File: src/pkg/mem_if_pkg.sv
// constants for the external memory bus interface
package mem_if_pkg;
  localparam int unsigned ADDR_W = 16;
  localparam int unsigned DATA_W = 16;
  localparam int unsigned CLK_DIV_W = 4;
  // processor clock divider: half period in clk cycles (speed grade dependent)
  localparam logic [CLK_DIV_W-1:0] PCLK_HALF_DEFAULT = 4'h2;
  localparam logic [CLK_DIV_W-1:0] CNT_ZERO = 4'h0;
  localparam logic [CLK_DIV_W-1:0] CNT_ONE = 4'h1;
  localparam int unsigned BOOT_W = 8;
  // cycles spent initialising after reset before the bootstrap is started
  localparam logic [BOOT_W-1:0] BOOT_INIT_CYCLES = 8'h10;
  localparam logic [BOOT_W-1:0] BOOT_ZERO = 8'h00;
  localparam logic [BOOT_W-1:0] BOOT_ONE = 8'h01;
  localparam logic [ADDR_W-1:0] ADDR_RESET = 16'h0000;
  localparam logic [DATA_W-1:0] DATA_RESET = 16'h0000;
  localparam logic [1:0] STROBE_IDLE = 2'h3;
  localparam logic [1:0] STROBE_NONE = 2'h0;
  localparam logic [1:0] LANE_LOW = 2'h1;
  localparam logic [1:0] LANE_HIGH = 2'h2;
  localparam logic [1:0] LANE_BOTH = 2'h3;
  typedef enum logic [2:0] {
    ST_IDLE,
    ST_ADDR,
    ST_STROBE,
    ST_DONE,
    ST_GRANT,
    ST_RELEASE
  } mem_state_e;
endpackage : mem_if_pkg

File: src/hw/proc_clock_gen.sv
// processor clock divider running in step with the interface
`timescale 1ns/1ps
module proc_clock_gen
  import mem_if_pkg::*;
(
  input  wire logic                 clk,
  input  wire logic                 resetn,
  input  wire logic [CLK_DIV_W-1:0] half_period,
  output logic                      pclk_q,
  output logic                      pclk_rise_q
);
  logic [CLK_DIV_W-1:0] cnt_q;
  logic [CLK_DIV_W-1:0] cnt_d;
  logic                 pclk_d;
  logic                 rise_d;

  always_comb
  begin
    cnt_d  = cnt_q + CNT_ONE;
    pclk_d = pclk_q;
    rise_d = 1'b0;
    if (cnt_q >= half_period - CNT_ONE)
    begin
      cnt_d  = CNT_ZERO;
      pclk_d = ~pclk_q;
      rise_d = ~pclk_q;
    end
  end

  always_ff @(posedge clk or negedge resetn)
  begin
    if (!resetn)
    begin
      cnt_q       <= CNT_ZERO;
      pclk_q      <= 1'b0;
      pclk_rise_q <= 1'b0;
    end
    else
    begin
      cnt_q       <= cnt_d;
      pclk_q      <= pclk_d;
      pclk_rise_q <= rise_d;
    end
  end
endmodule : proc_clock_gen

File: src/hw/external_memory_bus_interface.sv
// external memory bus interface: word/byte cycles, wait stretch, bus handover
`timescale 1ns/1ps
module external_memory_bus_interface
  import mem_if_pkg::*;
(
  input  wire logic              clk,
  input  wire logic              resetn,
  input  wire logic              proc_req,
  input  wire logic              proc_write,
  input  wire logic [ADDR_W-1:0] proc_addr,
  input  wire logic [DATA_W-1:0] proc_wdata,
  output logic                   proc_done_q,
  output logic      [DATA_W-1:0] proc_rdata_q,
  output logic                   bootstrap_start_q,
  output logic      [ADDR_W-1:0] mem_address_bus_q,
  output logic                   mem_address_bus_oe_q,
  input  wire logic [DATA_W-1:0] mem_data_bus_i,
  output logic      [DATA_W-1:0] mem_data_bus_o_q,
  output logic                   mem_data_bus_oe_q,
  input  wire logic              byte_access_select,
  input  wire logic              external_bus_request,
  output logic                   external_bus_grant_q,
  input  wire logic              cycle_stretch_input,
  output logic                   chip_enable_n_q,
  output logic      [1:0]        byte_write_strobe_n_q,
  output logic                   processor_clock_output_q
);
  mem_state_e        state_q, state_d;
  logic [ADDR_W-1:0] addr_q, addr_d;
  logic [DATA_W-1:0] wdata_q, wdata_d;
  logic [DATA_W-1:0] rdata_q, rdata_d;
  logic              wr_q, wr_d;
  logic              byte_q, byte_d;
  logic              aoe_q, aoe_d;
  logic              doe_q, doe_d;
  logic              grant_q, grant_d;
  logic              ce_n_q, ce_n_d;
  logic [1:0]        wstb_n_q, wstb_n_d;
  logic              done_q, done_d;
  logic [BOOT_W-1:0] boot_cnt_q, boot_cnt_d;
  logic              boot_q, boot_d;
  logic              ready;
  logic              pclk;
  logic [1:0]        lanes;

  proc_clock_gen u_pclk (
    .clk         (clk),
    .resetn      (resetn),
    .half_period (PCLK_HALF_DEFAULT),
    .pclk_q      (pclk),
    .pclk_rise_q ()
  );

  // initialise for a fixed count after reset, then flag bootstrap start once
  always_comb
  begin
    boot_cnt_d = boot_cnt_q;
    boot_d     = 1'b0;
    if (boot_cnt_q != BOOT_INIT_CYCLES)
    begin
      boot_cnt_d = boot_cnt_q + BOOT_ONE;
      boot_d     = (boot_cnt_q == BOOT_INIT_CYCLES - BOOT_ONE);
    end
  end
  assign ready = (boot_cnt_q == BOOT_INIT_CYCLES);

  // byte lane picked by address bit 0 during byte access
  assign lanes = !byte_q ? LANE_BOTH : (addr_q[0] ? LANE_HIGH : LANE_LOW);

  always_comb
  begin
    state_d  = state_q;
    addr_d   = addr_q;
    wdata_d  = wdata_q;
    rdata_d  = rdata_q;
    wr_d     = wr_q;
    byte_d   = byte_q;
    aoe_d    = aoe_q;
    doe_d    = doe_q;
    grant_d  = grant_q;
    ce_n_d   = ce_n_q;
    wstb_n_d = wstb_n_q;
    done_d   = 1'b0;
    case (state_q)
      ST_IDLE:
      begin
        ce_n_d   = 1'b1;
        wstb_n_d = STROBE_IDLE;
        doe_d    = 1'b0;
        if (!ready)
        begin
          state_d = ST_IDLE;
        end
        else if (proc_req)
        begin
          // processor request wins; a bus request waits for it to finish
          addr_d  = proc_addr;
          wdata_d = proc_wdata;
          wr_d    = proc_write;
          byte_d  = byte_access_select;
          aoe_d   = 1'b1;
          state_d = ST_ADDR;
        end
        else if (external_bus_request)
        begin
          aoe_d   = 1'b0;
          doe_d   = 1'b0;
          grant_d = 1'b1;
          state_d = ST_GRANT;
        end
      end
      ST_ADDR:
      begin
        ce_n_d  = 1'b0;
        doe_d   = wr_q;
        state_d = ST_STROBE;
      end
      ST_STROBE:
      begin
        if (wr_q)
        begin
          wstb_n_d = ~lanes;
        end
        if (!cycle_stretch_input)
        begin
          state_d = ST_DONE;
        end
      end
      ST_DONE:
      begin
        if (!wr_q)
        begin
          rdata_d = mem_data_bus_i;
        end
        wstb_n_d = STROBE_IDLE;
        ce_n_d   = 1'b1;
        done_d   = 1'b1;
        state_d  = ST_IDLE;
      end
      ST_GRANT:
      begin
        // the requester drives only while grant is high
        if (!external_bus_request)
        begin
          grant_d = 1'b0;
          state_d = ST_RELEASE;
        end
      end
      ST_RELEASE:
      begin
        aoe_d   = 1'b1;
        state_d = ST_IDLE;
      end
      default:
      begin
        state_d = ST_IDLE;
      end
    endcase
  end

  always_ff @(posedge clk or negedge resetn)
  begin
    if (!resetn)
    begin
      state_q    <= ST_IDLE;
      addr_q     <= ADDR_RESET;
      wdata_q    <= DATA_RESET;
      rdata_q    <= DATA_RESET;
      wr_q       <= 1'b0;
      byte_q     <= 1'b0;
      aoe_q      <= 1'b1;
      doe_q      <= 1'b0;
      grant_q    <= 1'b0;
      ce_n_q     <= 1'b1;
      wstb_n_q   <= STROBE_IDLE;
      done_q     <= 1'b0;
      boot_cnt_q <= BOOT_ZERO;
      boot_q     <= 1'b0;
    end
    else
    begin
      state_q    <= state_d;
      addr_q     <= addr_d;
      wdata_q    <= wdata_d;
      rdata_q    <= rdata_d;
      wr_q       <= wr_d;
      byte_q     <= byte_d;
      aoe_q      <= aoe_d;
      doe_q      <= doe_d;
      grant_q    <= grant_d;
      ce_n_q     <= ce_n_d;
      wstb_n_q   <= wstb_n_d;
      done_q     <= done_d;
      boot_cnt_q <= boot_cnt_d;
      boot_q     <= boot_d;
    end
  end

  // outputs are plain copies of registers
  always_comb
  begin
    mem_address_bus_q        = addr_q;
    mem_address_bus_oe_q     = aoe_q;
    mem_data_bus_o_q         = wdata_q;
    mem_data_bus_oe_q        = doe_q;
    external_bus_grant_q     = grant_q;
    chip_enable_n_q          = ce_n_q;
    byte_write_strobe_n_q    = wstb_n_q;
    proc_done_q              = done_q;
    proc_rdata_q             = rdata_q;
    bootstrap_start_q        = boot_q;
    processor_clock_output_q = pclk;
  end
  // rise strobe left open: interface cycles count clk edges, not processor clock edges
endmodule : external_memory_bus_interface

File: config.mk
export PLATFORM = sky130hd
export DESIGN_NAME = external_memory_bus_interface
export DESIGN_NICKNAME = d
export VERILOG_FILES = /design/src/pkg/mem_if_pkg.sv /design/src/hw/proc_clock_gen.sv /design/src/hw/external_memory_bus_interface.sv
export SDC_FILE = /design/constraint.sdc
export NUM_CORES = 1
export LEC_CHECK = 0
export BUFFER_PORTS_ARGS = -buffer_cell sky130_fd_sc_hd__buf_2
export CAP_MARGIN = 15
export CORE_MARGIN = 1
export CORE_UTILIZATION = 51
export CTS_BUF_LIST = sky130_fd_sc_hd__clkbuf_4
export DETAILED_ROUTE_END_ITERATION = 10
export GPL_TIMING_DRIVEN = 1
export PLACE_DENSITY_LB_ADDON = 0.15
export SYNTH_ARGS = -nofsm -noshare
export SYNTH_HDL_FRONTEND = slang
export SYNTH_SLANG_ARGS = --single-unit
File: constraint.sdc
create_clock -name clk -period 2.43 [get_ports clk]
set_clock_uncertainty 0.1 [all_clocks]
set_input_delay 0.243 -clock clk [delete_from_list [all_inputs] [get_ports clk]]
set_output_delay 0.243 -clock clk [all_outputs]
set_load 0.02 [all_outputs]
==> impl_metrics.py, run 1 <==
metrics = {
    "outcome": {
        "status": "completed",
    },
    "die": {
        "vertical_die_dimension_um": 80.6,
        "start_util_pct": 52.9,
        "rows": 28,
        "pin_count": 112,
        "fp.dieArea_mm2": 0.00649,
        "chipWidth_um": 80.6,
        "core-area_mm2": 0.00596,
    },
    "worst_setup_path": {
        "r2r_slack_ns": 0.37,
        "crit-reg2reg-capture": "mem_data_bus_o_q[9]$_DFFE_PN0P_",
        "r2r-start": "boot_cnt_q[5]$_DFFE_PN0P_",
        "cp-start-kind": "flop",
        "crit_arrival_ns": 2.26,
        "max_stage_delay_ns": 0.43,
        "cell_type_of_the_slowest_stage_on_the_worst_timing_path": "sky130_fd_sc_hd__dfrtp_1",
        "critical_path.endpoint": "mem_data_bus_o_q[9]$_DFFE_PN0P_",
        "crit_path_cell_trace": "or3_4, nor2_4, and3_4, buf_12, mux2_2",
        "crit_path_start": "boot_cnt_q[5]$_DFFE_PN0P_",
        "critical_path.endpoint_type": "flop",
        "critPathKind": "flop to flop",
        "worstPathMaxFanout": 26,
        "worst-endpoint-required_ns": 2.63,
        "rr_worst_depth": 5,
    },
    "power_and_ir_drop": {
        "ir_drop_v": 0.000675,
        "totalPowerFinal_mw": 5.39,
        "power-per-cell-area_mw_per_mm2": 1220,
        "leakagePower_nw": 2.16,
    },
    "clock_network": {
        "tritoncts": "built",
        "clock_transition_time_at_the_flip_flop_clock_pins_of_the_worst_setup_and_hold_paths_ns": 0.12,
        "clock_tree.htree_level_count": 3,
        "insertion_delay_ns": 0.41,
        "clkSinkCount": 74,
        "cts.path.max_buffers": 2,
        "cts-buffers-inserted": 9,
        "cts_setup_buffers": 0,
        "cts.root.buffer_cell": "sky130_fd_sc_hd__clkbuf_4",
    },
    "synth": {
        "synth_compound_gate_area_share_pct": 3.50,
        "post_synth_and_or_nand_nor_area_fraction_pct": 7.51,
        "avgSynthCellArea_um2": 14.9,
        "synth.lib_cells_used.distinct": 36,
        "synth_warnings": 0,
        "postSynthNetCount": 272,
        "adder_cell_area_share_of_the_yosys_netlist_pct": 1.99,
        "synthesis.area_mm2": 0.00315,
        "synthDominantAreaCellType": "sky130_fd_sc_hd__dfrtp_1",
        "seq_area_frac_synth_pct": 59.0,
        "synth_ff_type": "sky130_fd_sc_hd__dfrtp_1",
        "yosys_register_bits": 74,
        "synth_top_cells_by_count": "70 x sky130_fd_sc_hd__dfrtp_1, 28 x sky130_fd_sc_hd__mux2_4, 23 x sky130_fd_sc_hd__mux2_2",
        "post_synth_edffs": 0,
        "synth_area_leaders": "sky130_fd_sc_hd__dfrtp_1 56%, sky130_fd_sc_hd__mux2_4 13%, sky130_fd_sc_hd__mux2_2 8.2%, sky130_fd_sc_hd__dfstp_2 3.3%, sky130_fd_sc_hd__buf_12 2.5%",
        "synthXorXnorAreaFrac_pct": 2.50,
        "syn-instance-count": 212,
        "async_flop_share_pct": 100,
        "largest_family_of_logic_cells_by_synthesized_area": "multiplexers",
        "most_used_standard_cell_by_instance_count_after_synthesis": "sky130_fd_sc_hd__dfrtp_1",
        "yosysTopAreaCellShare_pct": 55.6,
        "proportion_of_synthesized_area_in_mux_cells_pct": 21.6,
    },
    "route": {
        "avgRoutedWirePerCell_um": 15.4,
        "route.vias.total": 2267,
        "antenna_left": 0,
        "drc_errors": 0,
        "drt_first_pass_iters": 4,
        "vias_per_cell": 4.91,
        "initial_drt_markers": 87,
        "wirelength_um": 7130,
    },
    "layout": {
        "ratio_of_cells_with_drive_above_1_in_the_final_layout_pct": 49.6,
        "fillerInstances": 417,
        "multi_input_comb_area_mm2": 0.00117,
        "fin_nets": 442,
        "antennaDiodeCount": 0,
        "syn_to_layout_area_delta_pct": 40.6,
        "regArea_mm2": 0.00186,
        "finalInstanceArea_mm2": 0.00443,
    },
    "timing": {
        "max_freq_mhz": 486,
        "max-slew-margin-rel_pct": 56.7,
        "rsz0062_at_grt": "false",
        "report.final.setup_viol": 0,
        "final.hold.worst_slack_ns": 0.0660,
        "finalHoldViolCount": 0,
        "setup-tns-final_ns": 0,
        "min_period_ns": 2.06,
        "max_slew.worst_pin.slew_ns": 0.641,
        "fin_crit_sh_pct": 84.7,
        "report.final.slew_viol_count": 0,
    },
    "min_path": {
        "worst_hold_path.num_cells": 3,
        "min-delay-path-class": "input pin to flop",
    },
    "placement": {
        "globalplace.congestion": 0.771,
        "dp.final_hpwl_um": 4200,
        "postPlaceCellArea_mm2": 0.00376,
        "io_buffer_count": 111,
    },
    "grt": {
        "grt_first_pass_wirelength_um": 11100,
        "maximum_number_of_pins_on_one_net_before_global_route_repair": 75,
        "vias_in_the_first_global_route": 2256,
        "antenna_found_initial": 0,
        "grt.overflow.total": 0,
        "gr_usage_total_pct": 23.6,
    },
    "run": {
        "max-cap-violations": 0,
    },
}
[worst max-delay path: cells and delay by family (launching register included)]
| family | cells | cell delay (ns) |
|---|---|---|
| flip-flops | 1 | 0.43 |
| multiplexers | 1 | 0.37 |
| AND/OR/NAND/NOR | 3 | 0.84 |
| buffers and inverters | 1 | 0.21 |
[what timing repair did]
action,in CTS,in global routing
endpoints found under the setup margin,0,0
resized for setup,0,0
hold buffers,51,0
endpoints found under the hold margin,120,0
[cell type report]
type	instances	share of cell area [%]
clock buffers	10	1.69
clock inverters	6	1.84
inverters	6	0.508
multi-input cells	124	26.4
flip-flops and latches	74	41.9
well taps	75	2.12
repair buffers	167	25.5
[power by group]
group | switching (mW) | total (mW) | internal (mW)
Combinational | 1.27 | 2.45 | 1.18
Clock | 0.428 | 0.851 | 0.423
Sequential | 0.329 | 2.09 | 1.76
[through the flow]
step,cells,utilization [%],setup slack (ns)
after global placement,395,63.2,0.431
after global routing,462,74.4,0.247
final,462,74.4,0.373
after floorplan,212,-,0.478
after CTS,462,74.4,0.361
after detailed placement,395,63.2,0.387
[worst min-delay path by stage]
stage / start / endpoint / slack, ns
4_1_cts: external_bus_request / state_q[2]$_DFFE_PN0P_ / 0.04
2_1_floorplan: resetn / boot_cnt_q[0]$_DFFE_PN0P_ / -0.15
5_1_grt: external_bus_request / state_q[2]$_DFFE_PN0P_ / 0.07
3_5_place_dp: resetn / proc_rdata_q[14]$_DFFE_PN0P_ / 0.21
3_3_place_gp: resetn / mem_address_bus_q[7]$_DFFE_PN0P_ / 0.21
6_report: external_bus_request / state_q[2]$_DFFE_PN0P_ / 0.07
[sequential cells by signal, summed over array words and instances (netlist names), 2 cells and up]
register,count
proc_rdata_q,16
mem_address_bus_q,16
u_pclk.cnt_q,4
byte_write_strobe_n_q,2
mem_data_bus_o_q,16
boot_cnt_q,8
state_q,3
[cells in the final DEF (no fill, tap or decap), drive strengths merged, types with 5 or more instances in the layout]
master,count
nor2,12
buf,116
ha,5
xnor2,8
a21oi,5
clkbuf,10
dlygate4sd3,51
mux2,51
nor3,8
inv,6
dfrtp,70
nand2,5
[cells by family (layout without fill, tap and decap cells)]
family          after synthesis  in the layout
flops                        74             74
mux                          51             51
simple gates                 41             41
compound gates               17             17
buf+inv                      14            189
xor+xnor                      9              9
fa+ha+maj                     5              5
other cells                   1              1
[layer usage]
layer	routed length [µm]	part of all wire (%)	global-route usage (%)	vias to the layer above
met2	3600	50	39.8	65
met4	146	2.0	9.29	0
met1	3090	43	29.1	1108
met5	0	0	0	-
li1	-	-	-	1080
met3	298	4.2	5.68	14
Power figures use the tool's default switching activity.
==> run 2: changes to the inputs <==
ABC_AREA = 1   (was not set)
clock period = 2 ns   (was 2.43 ns; I/O delays follow)
==> run 2 against run 1 <==
  * First-iteration DRC count is 51% higher
  * Maximum frequency is 16% higher
  * Total power is 19% higher
  * Combinational power is 9.4% higher
  * Synthesized area is 1.2% lower
  * Via count is 23% higher
  * Clock-buffer cell count stayed put
  * Cell area is 0.25% higher
  * Worst hold slack worse by 0.021 ns
  * Critical path type unchanged
==> impl_metrics.py, run 2 <==
metrics = {
    "power_and_ir_drop": {
        "totalPowerFinal_mw": 6.43,
        "power.share.combinational_pct": 41.7,
        "sw_frac_of_total_pct": 40.6,
        "internal_power_mw": 3.82,
        "power-per-cell-area_mw_per_mm2": 1450,
        "leakagePower_nw": 2.47,
        "ir_drop_v": 0.000877,
        "power.switching_mw": 2.61,
        "pwr-share-seq_pct": 38.8,
        "power.share.clock_pct": 19.5,
    },
    "clock_network": {
        "clkSinkCount": 74,
        "clock_tree.htree_level_count": 3,
        "cts_setup_buffers": 0,
        "clock_transition_time_at_the_flip_flop_clock_pins_of_the_worst_setup_and_hold_paths_ns": 0.11,
        "cts.root.buffer_cell": "sky130_fd_sc_hd__clkbuf_4",
        "insertion_delay_ns": 0.39,
        "cts.path.max_buffers": 2,
        "tritoncts": "built",
        "cts-buffers-inserted": 9,
        "cts_hold_buf": 51,
        "cts_resized": 0,
    },
    "outcome": {
        "status": "completed",
    },
    "worst_setup_path": {
        "crit_arrival_ns": 1.97,
        "worst-endpoint-required_ns": 2.19,
        "critical_path.endpoint_type": "flop",
        "worstPathMaxFanout": 33,
        "rr_worst_depth": 7,
        "critPathKind": "flop to flop",
        "cp-start-kind": "flop",
    },
    "die": {
        "vertical_die_dimension_um": 80.1,
        "start_util_pct": 52.8,
        "pin_count": 112,
        "chipWidth_um": 80.1,
        "core-area_mm2": 0.00589,
        "rows": 28,
        "fp.dieArea_mm2": 0.00642,
    },
    "route": {
        "drc_errors": 0,
        "wirelength_um": 7360,
        "drt_first_pass_iters": 4,
        "avgRoutedWirePerCell_um": 12.5,
        "initial_drt_markers": 131,
        "route.vias.total": 2787,
        "antenna_left": 0,
        "vias_per_cell": 4.74,
    },
    "layout": {
        "ratio_of_cells_with_drive_above_1_in_the_final_layout_pct": 29.8,
        "finalNonFillerCells": 588,
        "final_common_cell": "sky130_fd_sc_hd__nand2_1",
        "antennaDiodeCount": 0,
        "multi_input_comb_area_mm2": 0.00108,
        "fin_nets": 568,
        "syn_to_layout_area_delta_pct": 42.8,
        "regArea_mm2": 0.00186,
        "fillerInstances": 433,
        "layout_common_cells": "148 x sky130_fd_sc_hd__nand2_1, 110 x sky130_fd_sc_hd__buf_2, 70 x sky130_fd_sc_hd__dfrtp_1",
    },
    "timing": {
        "max_freq_mhz": 562,
        "setup-tns-final_ns": 0,
        "report.final.slew_viol_count": 0,
        "rsz0062_at_grt": "false",
        "postLayoutSetupSlackWorst_ns": 0.222,
        "min_period_ns": 1.78,
        "fin_crit_sh_pct": 88.9,
        "finalHoldViolCount": 0,
        "final.hold.worst_slack_ns": 0.0447,
        "report.final.setup_viol": 0,
    },
    "synth": {
        "postSynthNetCount": 400,
        "most_used_standard_cell_by_instance_count_after_synthesis": "sky130_fd_sc_hd__nand2_1",
        "seq_area_frac_synth_pct": 59.7,
        "async_flop_share_pct": 100,
        "post_synth_edffs": 0,
        "synthDominantAreaCellType": "sky130_fd_sc_hd__dfrtp_1",
        "synthesis.area_mm2": 0.00311,
        "avgSynthCellArea_um2": 9.15,
        "synth_warnings": 0,
        "synth_area_leaders": "sky130_fd_sc_hd__dfrtp_1 56%, sky130_fd_sc_hd__nand2_1 18%, sky130_fd_sc_hd__nand3_1 4.5%, sky130_fd_sc_hd__dfstp_2 3.4%, sky130_fd_sc_hd__buf_6 2.2%",
        "yosys_register_bits": 74,
        "synth_top_cells_by_count": "148 x sky130_fd_sc_hd__nand2_1, 70 x sky130_fd_sc_hd__dfrtp_1, 28 x sky130_fd_sc_hd__nand3_1",
        "synth_ff_type": "sky130_fd_sc_hd__dfrtp_1",
        "synth.lib_cells_used.distinct": 26,
        "syn-instance-count": 340,
        "yosysTopAreaCellShare_pct": 56.3,
    },
    "placement": {
        "io_buffer_count": 111,
        "globalplace.congestion": 0.837,
        "dp.final_hpwl_um": 4510,
        "preCtsSetupSlack_ns": 0.224,
        "placed_cells_incl_taps": 521,
    },
    "grt": {
        "vias_in_the_first_global_route": 2673,
        "maximum_number_of_pins_on_one_net_before_global_route_repair": 34,
        "gr_usage_total_pct": 24.2,
        "antenna_found_initial": 0,
        "grt.overflow.total": 0,
        "grt_first_pass_wirelength_um": 11700,
    },
    "run": {
        "max-cap-violations": 0,
    },
    "min_path": {
        "min-delay-path-class": "input pin to flop",
        "worst_hold_path.num_cells": 4,
    },
}
run 2: kinds of logic after synthesis:
family | after synthesis | share of synthesized area [%]
AND/OR/NAND/NOR | 211 | 29.2
flip-flops | 74 | 59.7
buffers and inverters | 32 | 5.43
AO/OA/AOI/OAI | 10 | 1.61
XOR/XNOR | 7 | 1.97
adder cells (fa/ha/maj) | 5 | 2.01
other | 1 | 0.121
run 2: cell type report:
cell class              count  area share (%)
clock buffers              10            1.69
well taps                  75            2.11
clock inverters             6            2.90
flip-flops and latches     74            41.8
repair buffers            167            25.2
multi-input cells         234            24.4
inverters                  22            1.86
run 2: worst max-delay path: stages (launching register included):
cell	delay, ns
sky130_fd_sc_hd__dfrtp_1	0.42
sky130_fd_sc_hd__inv_1	0.10
sky130_fd_sc_hd__ha_1	0.17
sky130_fd_sc_hd__nand2_1	0.09
sky130_fd_sc_hd__nor2_4	0.22
sky130_fd_sc_hd__nand3_4	0.34
sky130_fd_sc_hd__nand2_1	0.16
sky130_fd_sc_hd__nand2_1	0.07
run 2: per-stage QoR:
stage / cell area, µm² / utilization [%]
after floorplan: 3110 / -
after global placement: 3730 / 63.3
after detailed placement: 3730 / 63.3
after CTS: 4440 / 75.4
after global routing: 4440 / 75.4
final: 4440 / 75.4
run 2: worst paths after layout:
| path | startpoint | to | slack, ns |
|---|---|---|---|
| worst max-delay path | boot_cnt_q[0]$_DFFE_PN0P_ | mem_address_bus_q[4]$_DFFE_PN0P_ | 0.22 |
| worst min-delay path | cycle_stretch_input | state_q[0]$_DFFE_PN0P_ | 0.04 |
| worst max register to register | boot_cnt_q[0]$_DFFE_PN0P_ | mem_address_bus_q[4]$_DFFE_PN0P_ | 0.22 |
| worst min register to register | u_pclk.pclk_q$_DFFE_PN0N_ | u_pclk.pclk_q$_DFFE_PN0N_ | 0.36 |
| max in group asynchronous | resetn | proc_rdata_q[10]$_DFFE_PN0P_ | 1.09 |
| min in group asynchronous | resetn | mem_address_bus_q[2]$_DFFE_PN0P_ | 0.12 |
run 2: layer usage:
layer / routed length (µm) / share of wire (%) / track usage (%)
met3: 409 / 5.6 / 5.00
met4: 176 / 2.4 / 11.8
met1: 3280 / 45 / 30.5
met5: 0 / 0 / 0
met2: 3490 / 47 / 39.6
run 2: power by group through the flow:
stage	Combinational [mW]	Sequential [mW]	Clock [mW]
4_1_cts	2.68	2.48	1.28
3_3_place_gp	2.54	2.49	0
6_report	2.68	2.49	1.26
5_1_grt	2.97	2.55	1.36
2_1_floorplan	1.11	3.16	0
3_5_place_dp	2.61	2.49	0
==> run 3: changes to the inputs <==
ABC_AREA = not set   (was 1)
SKIP_LAST_GASP = 1   (was not set)
clock period = 1.73 ns   (was 2 ns; I/O delays follow)
==> run 3 against run 2 <==
  * The flow now finishes with violations (setup timing)
  * Total power increased by 29%
  * Non-clock buffer count increased by 24
  * Critical endpoint is now mem_address_bus_q[5]$_DFFE_PN0P_
  * Sequential share of layout area decreased by 3.0 points
  * Flip-flop and latch count unchanged
  * Die area increased by 1.2%
  * Via count decreased by 14%
  * Highest routed layer unchanged
==> impl_metrics.py, run 3 (synthesis results as in run 1) <==
metrics = {
    "min_path": {
        "min-delay-path-class": "input pin to flop",
        "whs_endpoint": "state_q[2]$_DFFE_PN0P_",
        "worst_hold_path.num_cells": 4,
        "min_from": "proc_req",
    },
    "power_and_ir_drop": {
        "leakagePower_nw": 2.35,
        "power.share.combinational_pct": 46.5,
        "pwr-share-seq_pct": 35.2,
        "power.switching_mw": 3.03,
        "sw_frac_of_total_pct": 36.5,
        "ir_drop_v": 0.000929,
        "power.share.clock_pct": 18.3,
        "power-per-cell-area_mw_per_mm2": 1740,
        "internal_power_mw": 5.29,
    },
    "worst_setup_path": {
        "worst-endpoint-required_ns": 1.94,
        "crit_arrival_ns": 2.10,
        "r2r_slack_ns": -0.16,
        "worstPathMaxFanout": 6,
        "critPathKind": "flop to flop",
        "crit_path_start": "boot_cnt_q[5]$_DFFE_PN0P_",
        "crit-reg2reg-capture": "mem_address_bus_q[5]$_DFFE_PN0P_",
        "critical_path.endpoint_type": "flop",
        "rr_worst_depth": 5,
        "cp-start-kind": "flop",
        "r2r-start": "boot_cnt_q[5]$_DFFE_PN0P_",
    },
    "layout": {
        "finalNonFillerCells": 486,
        "fin_nets": 466,
        "layout_common_cells": "111 x sky130_fd_sc_hd__buf_2, 70 x sky130_fd_sc_hd__dfrtp_1, 52 x sky130_fd_sc_hd__dlygate4sd3_1",
        "regArea_mm2": 0.00186,
        "fillerInstances": 358,
        "finalCoreUtilization_pct": 80.2,
        "multi_input_comb_area_mm2": 0.00121,
        "final_common_cell": "sky130_fd_sc_hd__buf_2",
        "ratio_of_cells_with_drive_above_1_in_the_final_layout_pct": 53.5,
        "syn_to_layout_area_delta_pct": 51.7,
        "antennaDiodeCount": 0,
    },
    "timing": {
        "report.final.setup_viol": 35,
        "fin_crit_sh_pct": 109,
        "rsz0062_at_grt": "true",
        "postLayoutSetupSlackWorst_ns": -0.157,
        "max_freq_mhz": 530,
        "finalHoldViolCount": 0,
        "final.hold.worst_slack_ns": 0.0643,
        "min_period_ns": 1.89,
        "report.final.slew_viol_count": 0,
    },
    "clock_network": {
        "clkSinkCount": 74,
        "clock_transition_time_at_the_flip_flop_clock_pins_of_the_worst_setup_and_hold_paths_ns": 0.12,
        "insertion_delay_ns": 0.41,
        "cts.root.buffer_cell": "sky130_fd_sc_hd__clkbuf_4",
        "tritoncts": "built",
        "cts-buffers-inserted": 9,
        "cts.path.max_buffers": 2,
        "clock_tree.htree_level_count": 3,
    },
    "die": {
        "rows": 28,
        "core-area_mm2": 0.00596,
        "fp.dieArea_mm2": 0.00649,
        "start_util_pct": 52.9,
        "vertical_die_dimension_um": 80.6,
        "pin_count": 112,
        "chipWidth_um": 80.6,
    },
    "placement": {
        "globalplace.congestion": 0.741,
        "io_buffer_count": 111,
        "dp.final_hpwl_um": 4510,
        "placed_cells_incl_taps": 412,
    },
    "route": {
        "antenna_left": 0,
        "avgRoutedWirePerCell_um": 16.6,
        "initial_drt_markers": 87,
        "drc_errors": 0,
        "vias_per_cell": 4.93,
        "drt_first_pass_iters": 4,
        "route.vias.total": 2397,
        "wirelength_um": 8050,
    },
    "outcome": {
        "status": "complete, but fails checks",
        "violations": "setup timing",
    },
    "grt": {
        "antenna_found_initial": 0,
        "vias_in_the_first_global_route": 2457,
        "grt.overflow.total": 0,
        "grt_first_pass_wirelength_um": 11800,
        "gr_usage_total_pct": 24.7,
        "maximum_number_of_pins_on_one_net_before_global_route_repair": 37,
    },
    "run": {
        "max-cap-violations": 0,
    },
}
## run 3: cell types whose count changed in the layout (fill, tap and decap cells not counted), moves of 5 or more
cell / change
sky130_fd_sc_hd__buf_4: +16
sky130_fd_sc_hd__xnor2_1: +8
sky130_fd_sc_hd__nand2_1: -143
sky130_fd_sc_hd__buf_12: +5
sky130_fd_sc_hd__nand2_2: -6
sky130_fd_sc_hd__nor2_1: -5
sky130_fd_sc_hd__inv_1: -13
sky130_fd_sc_hd__xor2_1: -6
sky130_fd_sc_hd__mux2_2: +17
sky130_fd_sc_hd__mux2_4: +34
sky130_fd_sc_hd__nor3_1: +5
sky130_fd_sc_hd__nand3_1: -25
## run 3: critical path, cell delays in order (launching register included)
cell                        delay [ns]
sky130_fd_sc_hd__dfrtp_1          0.40
sky130_fd_sc_hd__or3_4            0.41
sky130_fd_sc_hd__nor2_4           0.12
sky130_fd_sc_hd__and3_4           0.29
sky130_fd_sc_hd__clkbuf_16        0.18
sky130_fd_sc_hd__mux2_4           0.29
## run 3: power by group through the flow
stage / logic, mW / registers (mW) / clock network [mW]
2_1_floorplan: 1.65 / 3.70 / 0
3_3_place_gp: 3.48 / 2.88 / 0
3_5_place_dp: 3.58 / 2.90 / 0
4_1_cts: 3.74 / 2.88 / 1.55
5_1_grt: 4.11 / 3.00 / 1.62
6_report: 3.87 / 2.93 / 1.53
## run 3: final cells by class
| cell class | instances | area share [%] |
|---|---|---|
| Multi-Input combinational cell | 124 | 25.4 |
| Sequential cell | 74 | 38.9 |
| Clock buffer | 10 | 1.57 |
| Timing Repair Buffer | 191 | 28.9 |
| Inverter | 6 | 0.471 |
| Tap cell | 75 | 1.96 |
| Clock inverter | 6 | 2.88 |
## run 3: routing by layer
metal | global-route usage [%] | vias up | wire length [µm]
met4 | 9.82 | 0 | 163
met5 | 0 | - | 0
li1 | - | 1117 | -
met1 | 30.4 | 1190 | 3320
met2 | 42.2 | 74 | 4170
met3 | 5.11 | 16 | 385
## run 3: worst max path at each step
stage,cells after the start,endpoint,slack [ns]
2_1_floorplan,8,byte_q$_DFFE_PN0P_,-0.20
3_3_place_gp,7,mem_data_bus_o_q[12]$_DFFE_PN0P_,-0.08
3_5_place_dp,7,mem_data_bus_o_q[13]$_DFFE_PN0P_,-0.12
4_1_cts,5,mem_data_bus_o_q[14]$_DFFE_PN0P_,-0.13
5_1_grt,5,mem_address_bus_q[5]$_DFFE_PN0P_,-0.20
6_report,5,mem_address_bus_q[5]$_DFFE_PN0P_,-0.16
## run 3: what timing repair did
action | 4_1_cts | 5_1_grt
hold buffers | 52 | 0
pin swaps | 0 | 1
hold endpoints to repair | 82 | 0
gates cloned | 0 | 1
gates resized for setup | 10 | 0
endpoints found under the setup margin | 34 | 36
setup buffers | 1 | 4
## run 3: stage by stage
stage | power (mW) | instance area (µm²) | setup slack [ns] | TNS [ns]
6_report | 8.32 | 4780 | -0.157 | -4.78
4_1_cts | 8.17 | 4720 | -0.134 | -3.34
2_1_floorplan | 5.35 | 3160 | -0.196 | -6.00
5_1_grt | 8.73 | 4780 | -0.197 | -6.29
3_5_place_dp | 6.48 | 3950 | -0.116 | -3.23
3_3_place_gp | 6.36 | 3950 | -0.0828 | -2.36
